[config.mk]
export PLATFORM = sky130hd
export DESIGN_NAME = fsp_ctrl
export DESIGN_NICKNAME = d
export VERILOG_FILES = /design/src/design/fsp_pkg.sv /design/src/design/fsp_cycle_window.sv /design/src/design/fsp_page_buf.sv /design/src/design/fsp_ctrl.sv
export SDC_FILE = /design/constraint.sdc
export NUM_CORES = 1
export LEC_CHECK = 0
export BUFFER_PORTS_ARGS = -buffer_cell sky130_fd_sc_hd__buf_2
export CORE_ASPECT_RATIO = 1.1
export CORE_MARGIN = 5
export CORE_UTILIZATION = 55
export DETAILED_ROUTE_END_ITERATION = 8
export GPL_TIMING_DRIVEN = 0
export HOLD_SLACK_MARGIN = 0.02
export PLACE_DENSITY_LB_ADDON = 0.25
export RECOVER_POWER = 50
export SLEW_MARGIN = 20
export SYNTH_ARGS = -nofsm -noshare
export SYNTH_HDL_FRONTEND = slang
export SYNTH_SLANG_ARGS = --single-unit
[constraint.sdc]
create_clock -name clk -period 2.75 [get_ports clk]
set_clock_uncertainty 0.05 [all_clocks]
set_input_delay 0 -clock clk [delete_from_list [all_inputs] [get_ports clk]]
set_output_delay 0 -clock clk [all_outputs]
set_load 0.1 [all_outputs]
[src/design/fsp_pkg.sv]
// Package: constants and types of the flash self-programming controller
package fsp_pkg;

  // ==========================================================================
  // Register map (byte addresses)
  localparam logic [7:0]  FSP_CTRL_OFS    = 8'h00;
  localparam logic [7:0]  FSP_PTR_OFS     = 8'h04;
  localparam logic [7:0]  FSP_DATA_OFS    = 8'h08;
  localparam logic [7:0]  FSP_STAT_OFS    = 8'h0C;

  // ==========================================================================
  // Control field layout
  localparam int          FSP_CMD_W       = 5;
  localparam int          FSP_EN_BIT      = 0;
  localparam int          FSP_STAT_BUSY   = 0;
  localparam int          FSP_STAT_STALL  = 1;
  localparam int          FSP_STAT_OPEN   = 2;
  localparam int          FSP_STAT_PAGE   = 16;

  // ==========================================================================
  // Command patterns of the low five control bits: the five accepted ones plus the cleared value
  localparam logic [4:0]  FSP_CMD_FILL    = 5'h01;
  localparam logic [4:0]  FSP_CMD_ERASE   = 5'h03;
  localparam logic [4:0]  FSP_CMD_WRITE   = 5'h05;
  localparam logic [4:0]  FSP_CMD_LOCK    = 5'h09;
  localparam logic [4:0]  FSP_CMD_RWW     = 5'h11;
  localparam logic [4:0]  FSP_CMD_NONE    = 5'h00;

  // ==========================================================================
  // Reset values and counts
  localparam logic [15:0] FSP_PTR_RST     = 16'h0000;
  localparam logic [15:0] FSP_DATA_RST    = 16'h0000;
  localparam int          FSP_WIN_W       = 3;
  localparam logic [2:0]  FSP_WIN_CYCLES  = 3'h4;

  // ==========================================================================
  // Bus answers
  localparam logic [1:0]  FSP_RESP_OKAY   = 2'h0;
  localparam logic [1:0]  FSP_RESP_SLVERR = 2'h2;

  typedef enum logic [1:0]
  {
    FSP_IDLE  = 2'h0,
    FSP_ARMED = 2'h1,
    FSP_BUSY  = 2'h3
  } fsp_state_t;

endpackage

[src/design/fsp_cycle_window.sv]
// Down-counting window that stays open for a loaded number of cycles
`timescale 1ns/10ps
module fsp_cycle_window #(
  parameter int W = 3
) (
  // Clock and reset
  input  wire logic         clk,
  input  wire logic         rst,
  // Control
  input  wire logic         load,
  input  wire logic [W-1:0] load_val,
  input  wire logic         stop,
  // Status
  output logic              open,
  output logic              expire
);

  logic [W-1:0] cnt_ff;
  logic [W-1:0] nxt_cnt;
  wire          cnt_last = (cnt_ff == W'(1));

  assign open   = (cnt_ff != '0);
  assign expire = cnt_last && !load && !stop;
  assign nxt_cnt = load ? load_val : (stop || !open) ? '0 : cnt_ff - W'(1);

  always_ff @(posedge clk)
  begin
    if (rst)
      cnt_ff <= '0;
    else
      cnt_ff <= nxt_cnt;
  end

endmodule

[src/design/fsp_page_buf.sv]
// Temporary page buffer: one write port, one read port with registered data
`timescale 1ns/10ps
module fsp_page_buf #(
  parameter int AW = 6,
  parameter int DW = 16
) (
  // Clock
  input  wire logic          clk,
  // Write port
  input  wire logic          wr_en,
  input  wire logic [AW-1:0] wr_idx,
  input  wire logic [DW-1:0] wr_data,
  // Read port
  input  wire logic [AW-1:0] rd_idx,
  output logic      [DW-1:0] rd_data_ff
);

  logic [DW-1:0] mem [0:(1<<AW)-1];

  always_ff @(posedge clk)
  begin
    if (wr_en)
      mem[wr_idx] <= wr_data;
    rd_data_ff <= mem[rd_idx];
  end

endmodule

[src/design/fsp_ctrl.sv]
// Flash self-programming controller with AXI4-Lite register access
//
// Operation
// - Enable plus page-write arms a page write from the page buffer for the next store within four cycles.
// - Page erase and page write take the page from the pointer's upper bits and ignore the data pair.
// - The page-write bit clears when the write finishes or when no store comes within four cycles.
// - A page in the no-read-while-write section stalls the core for the whole erase or write.
// - Enable plus page-erase arms an erase of the addressed page for the next store within four cycles.
// - The page-erase bit clears when the erase completes or when no store comes within four cycles.
// - Setting enable opens stores for four cycles only; later stores do nothing until armed again.
// - Enable alone makes a store write the data pair into the buffer word picked by the pointer, bit 0 ignored.
// - Enable clears after a store or a four-cycle timeout but stays set through an erase or write.
// - Only the five patterns 10001, 01001, 00101, 00011 and 00001 take effect; others are ignored.
// - The pointer's low bits pick a word within a page and its high bits pick the page.
// - The target page is latched when an operation starts, so later pointer writes do not disturb it.
// - Setting the boot lock bits ignores the pointer entirely.
// - A load reads flash byte by byte, pointer bit 0 choosing the high or low byte.
`timescale 1ns/10ps
module fsp_ctrl
  import fsp_pkg::*;
#(
  parameter int          PAGE_WORD_BITS = 6,
  parameter int          PAGE_WORDS     = 64,
  parameter logic [15:0] NO_READ_WHILE_WRITE_SECTION_FIRST_PAGE = 16'h0070
) (
  // Clock and reset
  input  wire logic                      clk,
  input  wire logic                      rst,
  // AXI4-Lite write address
  input  wire logic                      s_axi_awvalid,
  output logic                           s_axi_awready,
  input  wire logic [7:0]                s_axi_awaddr,
  // AXI4-Lite write data
  input  wire logic                      s_axi_wvalid,
  output logic                           s_axi_wready,
  input  wire logic [31:0]               s_axi_wdata,
  input  wire logic [3:0]                s_axi_wstrb,
  // AXI4-Lite write response
  output logic                           s_axi_bvalid,
  input  wire logic                      s_axi_bready,
  output logic      [1:0]                s_axi_bresp,
  // AXI4-Lite read address
  input  wire logic                      s_axi_arvalid,
  output logic                           s_axi_arready,
  input  wire logic [7:0]                s_axi_araddr,
  // AXI4-Lite read data
  output logic                           s_axi_rvalid,
  input  wire logic                      s_axi_rready,
  output logic      [31:0]               s_axi_rdata,
  output logic      [1:0]                s_axi_rresp,
  // Core instruction side
  input  wire logic                      store_program_instruction,
  input  wire logic                      load_program_instruction,
  output logic                           cpu_stall,
  output logic      [7:0]                load_data,
  output logic                           load_valid,
  // Flash array side
  output logic                           flash_op_start,
  output logic                           flash_op_erase,
  output logic      [15-PAGE_WORD_BITS-1:0] flash_page_addr,
  input  wire logic                      flash_op_done,
  input  wire logic [PAGE_WORD_BITS-1:0] flash_buf_idx,
  output logic      [15:0]               flash_buf_data,
  output logic      [14:0]               flash_rd_addr,
  input  wire logic [15:0]               flash_rd_data,
  // Lock bits and section re-enable
  output logic                           boot_lock_bit_set,
  output logic      [7:0]                boot_lock_value,
  output logic                           rww_section_read_reenable
);

  localparam int PG_W = 15 - PAGE_WORD_BITS;

  // ==========================================================================
  // Registers
  fsp_state_t        state_ff;
  fsp_state_t        nxt_state;
  logic [4:0]        cmd_ff;
  logic [4:0]        nxt_cmd;
  logic [15:0]       address_pointer_ff;
  logic [15:0]       store_data_register_pair_ff;
  logic [PG_W-1:0]   page_ff;
  logic              erase_ff;
  logic              start_ff;
  logic              lock_set_ff;
  logic [7:0]        lock_value_ff;
  logic              rww_ff;
  logic [14:0]       rd_addr_ff;
  logic              byte_sel_ff;
  logic              load_pend_ff;
  logic [7:0]        load_data_ff;
  logic              load_valid_ff;

  // ==========================================================================
  // AXI4-Lite slave
  logic              aw_got_ff;
  logic [7:0]        aw_addr_ff;
  logic              w_got_ff;
  logic [31:0]       w_data_ff;
  logic [3:0]        w_strb_ff;
  logic              bvalid_ff;
  logic [1:0]        bresp_ff;
  logic              rvalid_ff;
  logic [31:0]       rdata_ff;
  logic [1:0]        rresp_ff;

  assign s_axi_awready = !aw_got_ff && !bvalid_ff;
  assign s_axi_wready  = !w_got_ff && !bvalid_ff;
  assign s_axi_bvalid  = bvalid_ff;
  assign s_axi_bresp   = bresp_ff;
  assign s_axi_arready = !rvalid_ff;
  assign s_axi_rvalid  = rvalid_ff;
  assign s_axi_rdata   = rdata_ff;
  assign s_axi_rresp   = rresp_ff;

  wire aw_take = s_axi_awvalid && s_axi_awready;
  wire w_take  = s_axi_wvalid && s_axi_wready;
  wire ar_take = s_axi_arvalid && s_axi_arready;

  // Address and data may arrive in either order; commit once both are held
  wire        wr_commit = aw_got_ff && w_got_ff && !bvalid_ff;
  wire        wr_ctrl   = wr_commit && (aw_addr_ff == FSP_CTRL_OFS);
  wire        wr_ptr    = wr_commit && (aw_addr_ff == FSP_PTR_OFS);
  wire        wr_data   = wr_commit && (aw_addr_ff == FSP_DATA_OFS);
  wire        wr_stat   = wr_commit && (aw_addr_ff == FSP_STAT_OFS);
  wire        wr_hit    = wr_ctrl || wr_ptr || wr_data || wr_stat;

  wire [15:0] ptr_merged  = {w_strb_ff[1] ? w_data_ff[15:8] : address_pointer_ff[15:8],
                             w_strb_ff[0] ? w_data_ff[7:0]  : address_pointer_ff[7:0]};
  wire [15:0] data_merged = {w_strb_ff[1] ? w_data_ff[15:8] : store_data_register_pair_ff[15:8],
                             w_strb_ff[0] ? w_data_ff[7:0]  : store_data_register_pair_ff[7:0]};

  always_ff @(posedge clk)
  begin
    if (rst)
    begin
      aw_got_ff  <= 1'b0;
      aw_addr_ff <= 8'h00;
      w_got_ff   <= 1'b0;
      w_data_ff  <= 32'h0000_0000;
      w_strb_ff  <= 4'h0;
      bvalid_ff  <= 1'b0;
      bresp_ff   <= FSP_RESP_OKAY;
    end
    else
    begin
      if (aw_take)
      begin
        aw_got_ff  <= 1'b1;
        aw_addr_ff <= s_axi_awaddr;
      end
      if (w_take)
      begin
        w_got_ff  <= 1'b1;
        w_data_ff <= s_axi_wdata;
        w_strb_ff <= s_axi_wstrb;
      end
      if (wr_commit)
      begin
        aw_got_ff <= 1'b0;
        w_got_ff  <= 1'b0;
        bvalid_ff <= 1'b1;
        bresp_ff  <= wr_hit ? FSP_RESP_OKAY : FSP_RESP_SLVERR;
      end
      else if (bvalid_ff && s_axi_bready)
        bvalid_ff <= 1'b0;
    end
  end

  // ==========================================================================
  // Read decode
  wire [31:0] stat_word = {{(16-PG_W){1'b0}}, page_ff, 13'h0000,
                           (state_ff == FSP_ARMED), cpu_stall, (state_ff == FSP_BUSY)};
  wire        rd_ctrl   = (s_axi_araddr == FSP_CTRL_OFS);
  wire        rd_ptr    = (s_axi_araddr == FSP_PTR_OFS);
  wire        rd_data   = (s_axi_araddr == FSP_DATA_OFS);
  wire        rd_stat   = (s_axi_araddr == FSP_STAT_OFS);
  wire        rd_hit    = rd_ctrl || rd_ptr || rd_data || rd_stat;
  wire [31:0] rd_word   = rd_ctrl ? {27'h000_0000, cmd_ff} :
                          rd_ptr  ? {16'h0000, address_pointer_ff} :
                          rd_data ? {16'h0000, store_data_register_pair_ff} :
                          rd_stat ? stat_word : 32'h0000_0000;

  always_ff @(posedge clk)
  begin
    if (rst)
    begin
      rvalid_ff <= 1'b0;
      rdata_ff  <= 32'h0000_0000;
      rresp_ff  <= FSP_RESP_OKAY;
    end
    else if (ar_take)
    begin
      rvalid_ff <= 1'b1;
      rdata_ff  <= rd_word;
      rresp_ff  <= rd_hit ? FSP_RESP_OKAY : FSP_RESP_SLVERR;
    end
    else if (rvalid_ff && s_axi_rready)
      rvalid_ff <= 1'b0;
  end

  // ==========================================================================
  // Pointer and data pair
  always_ff @(posedge clk)
  begin
    if (rst)
    begin
      address_pointer_ff          <= FSP_PTR_RST;
      store_data_register_pair_ff <= FSP_DATA_RST;
    end
    else
    begin
      if (wr_ptr)
        address_pointer_ff <= ptr_merged;
      if (wr_data)
        store_data_register_pair_ff <= data_merged;
    end
  end

  // ==========================================================================
  // Command arming and the four-cycle window
  wire [4:0] wr_pattern = w_data_ff[FSP_CMD_W-1:0];
  wire       pattern_ok = (wr_pattern == FSP_CMD_FILL) || (wr_pattern == FSP_CMD_ERASE) ||
                          (wr_pattern == FSP_CMD_WRITE) || (wr_pattern == FSP_CMD_LOCK) ||
                          (wr_pattern == FSP_CMD_RWW);
  // Arming while an erase or write runs is dropped: the array is not free
  wire       arm        = wr_ctrl && w_strb_ff[0] && pattern_ok && (state_ff != FSP_BUSY);
  wire       win_open;
  wire       win_expire;
  wire       spm_go     = store_program_instruction && win_open &&
                          (state_ff == FSP_ARMED) && !arm;

  fsp_cycle_window #(
    .W        (FSP_WIN_W)
  ) u_window (
    .clk      (clk),
    .rst      (rst),
    .load     (arm),
    .load_val (FSP_WIN_CYCLES),
    .stop     (spm_go),
    .open     (win_open),
    .expire   (win_expire)
  );

  // Word-in-page from the low bits, page from the high bits, bit 0 ignored
  wire [PAGE_WORD_BITS-1:0] ptr_word = address_pointer_ff[PAGE_WORD_BITS:1];
  wire [PG_W-1:0]           ptr_page = address_pointer_ff[15:PAGE_WORD_BITS+1];

  wire is_fill  = (cmd_ff == FSP_CMD_FILL);
  wire is_erase = (cmd_ff == FSP_CMD_ERASE);
  wire is_write = (cmd_ff == FSP_CMD_WRITE);
  wire is_lock  = (cmd_ff == FSP_CMD_LOCK);
  wire is_rww   = (cmd_ff == FSP_CMD_RWW);
  wire buf_we   = spm_go && is_fill;
  wire op_go    = spm_go && (is_erase || is_write);

  always_comb
  begin
    nxt_state = state_ff;
    nxt_cmd   = cmd_ff;
    case (state_ff)
      FSP_IDLE:
      begin
        if (arm)
        begin
          nxt_state = FSP_ARMED;
          nxt_cmd   = wr_pattern;
        end
      end
      FSP_ARMED:
      begin
        if (arm)
          nxt_cmd = wr_pattern;
        else if (op_go)
          nxt_state = FSP_BUSY;
        else if (spm_go || win_expire)
        begin
          nxt_state = FSP_IDLE;
          nxt_cmd   = FSP_CMD_NONE;
        end
      end
      FSP_BUSY:
      begin
        // Enable and request bits stay up until the array reports done
        if (flash_op_done)
        begin
          nxt_state = FSP_IDLE;
          nxt_cmd   = FSP_CMD_NONE;
        end
      end
      default:
      begin
        nxt_state = FSP_IDLE;
        nxt_cmd   = FSP_CMD_NONE;
      end
    endcase
  end

  always_ff @(posedge clk)
  begin
    if (rst)
    begin
      state_ff <= FSP_IDLE;
      cmd_ff   <= FSP_CMD_NONE;
    end
    else
    begin
      state_ff <= nxt_state;
      cmd_ff   <= nxt_cmd;
    end
  end

  // ==========================================================================
  // Operation launch: page latched at start, data pair used only for the lock value
  always_ff @(posedge clk)
  begin
    if (rst)
    begin
      page_ff     <= '0;
      erase_ff    <= 1'b0;
      start_ff    <= 1'b0;
      lock_set_ff   <= 1'b0;
      lock_value_ff <= 8'h00;
      rww_ff        <= 1'b0;
    end
    else
    begin
      start_ff    <= op_go;
      lock_set_ff <= spm_go && is_lock;
      rww_ff      <= spm_go && is_rww;
      if (op_go)
      begin
        page_ff  <= ptr_page;
        erase_ff <= is_erase;
      end
      if (spm_go && is_lock)
        lock_value_ff <= store_data_register_pair_ff[7:0];
    end
  end

  assign flash_op_start            = start_ff;
  assign flash_op_erase            = erase_ff;
  assign flash_page_addr           = page_ff;
  assign boot_lock_bit_set         = lock_set_ff;
  assign boot_lock_value           = lock_value_ff;
  assign rww_section_read_reenable = rww_ff;

  // Stall the core only while the busy page sits in the non-read-while-write area
  wire no_read_while_write_section_hit = ({{(16-PG_W){1'b0}}, page_ff} >= NO_READ_WHILE_WRITE_SECTION_FIRST_PAGE);
  assign cpu_stall = (state_ff == FSP_BUSY) && no_read_while_write_section_hit;

  // ==========================================================================
  // Temporary page buffer
  fsp_page_buf #(
    .AW         (PAGE_WORD_BITS),
    .DW         (16)
  ) u_page_buf (
    .clk        (clk),
    .wr_en      (buf_we),
    .wr_idx     (ptr_word),
    .wr_data    (store_data_register_pair_ff),
    .rd_idx     (flash_buf_idx),
    .rd_data_ff (flash_buf_data)
  );

  // ==========================================================================
  // Byte-wide program memory load; flash answers one cycle after the address
  always_ff @(posedge clk)
  begin
    if (rst)
    begin
      rd_addr_ff    <= 15'h0000;
      byte_sel_ff   <= 1'b0;
      load_pend_ff  <= 1'b0;
      load_data_ff  <= 8'h00;
      load_valid_ff <= 1'b0;
    end
    else
    begin
      load_pend_ff  <= load_program_instruction;
      load_valid_ff <= load_pend_ff;
      if (load_program_instruction)
      begin
        rd_addr_ff  <= address_pointer_ff[15:1];
        byte_sel_ff <= address_pointer_ff[0];
      end
      if (load_pend_ff)
        load_data_ff <= byte_sel_ff ? flash_rd_data[15:8] : flash_rd_data[7:0];
    end
  end

  assign flash_rd_addr = rd_addr_ff;
  assign load_data     = load_data_ff;
  assign load_valid    = load_valid_ff;

endmodule

==> run_results.csv <==
group,metric,value,unit
run_status,status,"finished with violations",
run_status,violations,"capacitance limit, slew limit",
setup_path,start_kind,"flip-flop",
pwr,p_per_area,682,nW/µm²
global_routing,grt-ovfl-total,0,
clocking,cts.sinks,1186,
floorplan,die_area,88500,µm²
routing,drtAntennaViolNets,0,
placed_design,gp_congestion,0.915,
setup_path,critPathKind,"flip-flop to flip-flop",
floorplan,coreArea,81900,µm²
logic_synthesis,async_reset_ff_share,0,%
global_routing,grt_max_degree,68,
logic_synthesis,yosysWarnings,0,
logic_synthesis,synth-seq-area-share,74.8,%
global_routing,grt_pass1_wl,178000,µm
placed_design,post-place-ws,-1.34,ns
routing,first_iter_violations,3169,
logic_synthesis,ys_ff_latch,1186,
setup_path,crit_arrival,3.07,ns
timing,holdWs,0.0567,ns
setup_path,cpMostUsedCell,"nor3b_4",
logic_synthesis,synthTopCellsByArea,"edfxtp_1 68%, mux4_2 8.2%, dfxtp_1 7.1%",
timing,hold_violations,0,
routing,drc,0,
logic_synthesis,avgSynthCellArea,17.6,µm²
logic_synthesis,synth_edf_count,1024,
floorplan,die_x,284,µm
floorplan,die_h,312,µm
setup_path,slowest_delay,0.46,ns
timing,worst_slew_pin_slew,1.55,ns
routing,vias,26453,
placed_design,post-dp-hpwl,77200,µm
setup_path,crit_path_top_delay_cell,"nor3b_4",
setup_path,cp-end-kind,"flip-flop",
layout,finalNetCount,3143,
logic_synthesis,synth_compound_area_share,5.37,%
layout,layout-drive-gt1-share,24.2,%
setup_path,crit_chain,"nor3b_4 -> nor3b_4 -> nand3_1 -> nor2_2 -> buf_8",
placed_design,io_buffers,154,
global_routing,grt_antenna_before_repair,5,
logic_synthesis,synth_top_area_share,67.6,%
floorplan,start_util,55.5,%
logic_synthesis,synthMuxAreaShare,12.9,%
timing,setup_slack,0.0167,ns
layout,fin_area,54400,µm²
timing,fmax,366,MHz
logic_synthesis,netlist_area,45500,µm²
routing,wire_per_inst,28.7,µm
timing,maxSlewHeadroom,-3.05,%
timing,setup_violations,0,
logic_synthesis,synth_cell_types,60,
logic_synthesis,synth_top_family_by_area,"multiplexers",
logic_synthesis,yosys.area.top_type,"edfxtp_1",
layout,final_common_cell,"edfxtp_1",
timing,fin_crit_sh,99.4,%
clocking,cts_tree,"built",
global_routing,grt_usage,26.9,%
placed_design,dpl_cell_area,48500,µm²
clocking,cts_buffer_depth,3,
pwr,power_leakage,17.7,nW
setup_path,required,3.09,ns
routing,routed_wl,121000,µm
layout,final_cell_mix,"1024 x edfxtp_1, 202 x clkbuf_1, 166 x mux4_2",
clocking,cts_root_buf,"clkbuf_16",
clocking,path_clk_slew,0.07,ns
logic_synthesis,synth-main-ff-cell,"edfxtp_1",
routing,vias_per_cell,6.27,
clocking,clk-insertion-delay-late,0.70,ns
routing,drtPass1Iterations,5,
logic_synthesis,synthCells,2579,
clocking,h-tree-depth,3,
logic_synthesis,synth_xor_area_share,0,%
setup_path,critPathMaxFanout,12,
timing,maxSlewViolCount,134,
timing,tns,0,ns
layout,syn_to_final_growth,19.7,%
floorplan,rows,110,
layout,fillCellCount,5236,
pwr,peakVddDrop,0.000453,V
logic_synthesis,synthSimpleGateAreaFrac,5.10,%
job,maxCapViolations,2,
logic_synthesis,synth_fa_ha_area_share,0.0826,%
worst_hold_path,hold_class,"primary input to flip-flop",
clocking,cts_made_buffers,112,
floorplan,io_pins,187,
global_routing,grt_pass1_vias,26943,
timing,post-route-min-period,2.73,ns
[synthesized netlist by cell type, types with 31 or more instances]
cell type	instances
mux4_2	166
nor2b_1	50
mux2_2	91
a22oi_1	86
edfxtp_1	1024
a211oi_1	42
dfxtp_1	162
nand2_1	145
nor2_1	145
a21oi_1	138
nor3_1	31
mux2i_1	106
clkbuf_1	90
o22ai_1	32
buf_2	43
[state kept, by name, indices dropped and copies added (netlist names), 2 cells and up]
name	flops
u_window.cnt_ff	3
load_data	8
s_axi_rdata	25
state_ff	2
cmd_ff	5
u_page_buf.mem	1024
w_strb_ff	2
boot_lock_value	8
w_data_ff	16
flash_rd_addr	15
flash_page_addr	9
aw_addr_ff	8
address_pointer_ff	16
u_page_buf.rd_data_ff	16
store_data_register_pair_ff	16
[report_power, final]
group          switching [mW]  internal (mW)  leakage, nW  total, mW
Sequential             0.0746           19.4         10.8       19.4
Combinational            1.42          0.705         5.09       2.13
Clock                    6.65           8.91         1.83       15.6
Total                    8.15           29.0         17.7       37.1
[worst max-delay path, delay by kind of cell (launching register included)]
kind	cells	cell delay, ns
buf+inv	1	0.22
simple gates	4	1.71
flops	1	0.45
[stage by stage]
step / cells / total power, mW / utilization (%)
floorplan: 2587 / 21.2 / -
finish: 4219 / 37.1 / 66.5
detailed placement: 3846 / 21.7 / 59.3
CTS: 4210 / 37.2 / 66.6
global route: 4215 / 38.2 / 66.5
global placement: 3805 / 21.7 / 58.3
[cell families (layout without fill, tap and decap cells)]
logic type | Yosys count | after routing
fa+ha+maj | 3 | 3
mux | 367 | 367
other cells | 1 | 13
buf+inv | 177 | 741
simple gates | 473 | 473
flops | 1186 | 1186
compound gates | 372 | 372
[final timing paths]
path	endpoint	slack, ns	cells past startpoint	startpoint
hold / removal	w_data_ff[6]	0.06	4	s_axi_wdata[6]
setup / recovery	u_page_buf.mem[14][2]	0.02	5	cmd_ff[0]
setup reg to reg	u_page_buf.mem[14][2]	0.02	5	cmd_ff[0]
hold reg to reg	u_window.cnt_ff[0]	0.37	1	u_window.cnt_ff[0]
[metal layers]
metal / wire (µm) / up-vias / track usage (%)
met5: 0 / - / 0
met4: 5770 / 0 / 11.7
met3: 9290 / 282 / 4.32
met2: 60800 / 1376 / 45.1
met1: 45100 / 13551 / 35.4
li1: - / 11244 / -
[area by class of cell]
class	instances	area (µm²)	area share (%)
diodes	4	10.0	0.0184
multi-input cells	1224	11300	20.7
clock inverters	66	661	1.21
plain buffers	164	808	1.48
inverters	11	41.3	0.0758
well taps	1064	1330	2.45
clock buffers	143	3050	5.61
flip-flops and latches	1186	34000	62.5
repair buffers	357	3250	5.97
[timing repair]
item | in CTS | in global routing
hold buffers | 93 | 0
pin swaps | 44 | 6
hold endpoints to repair | 85 | 0
cloned | 0 | 2
buffers inserted | 62 | 5
resized for setup | 81 | 14
setup endpoints to repair | 1032 | 505
(Power assumes the default switching activity.)
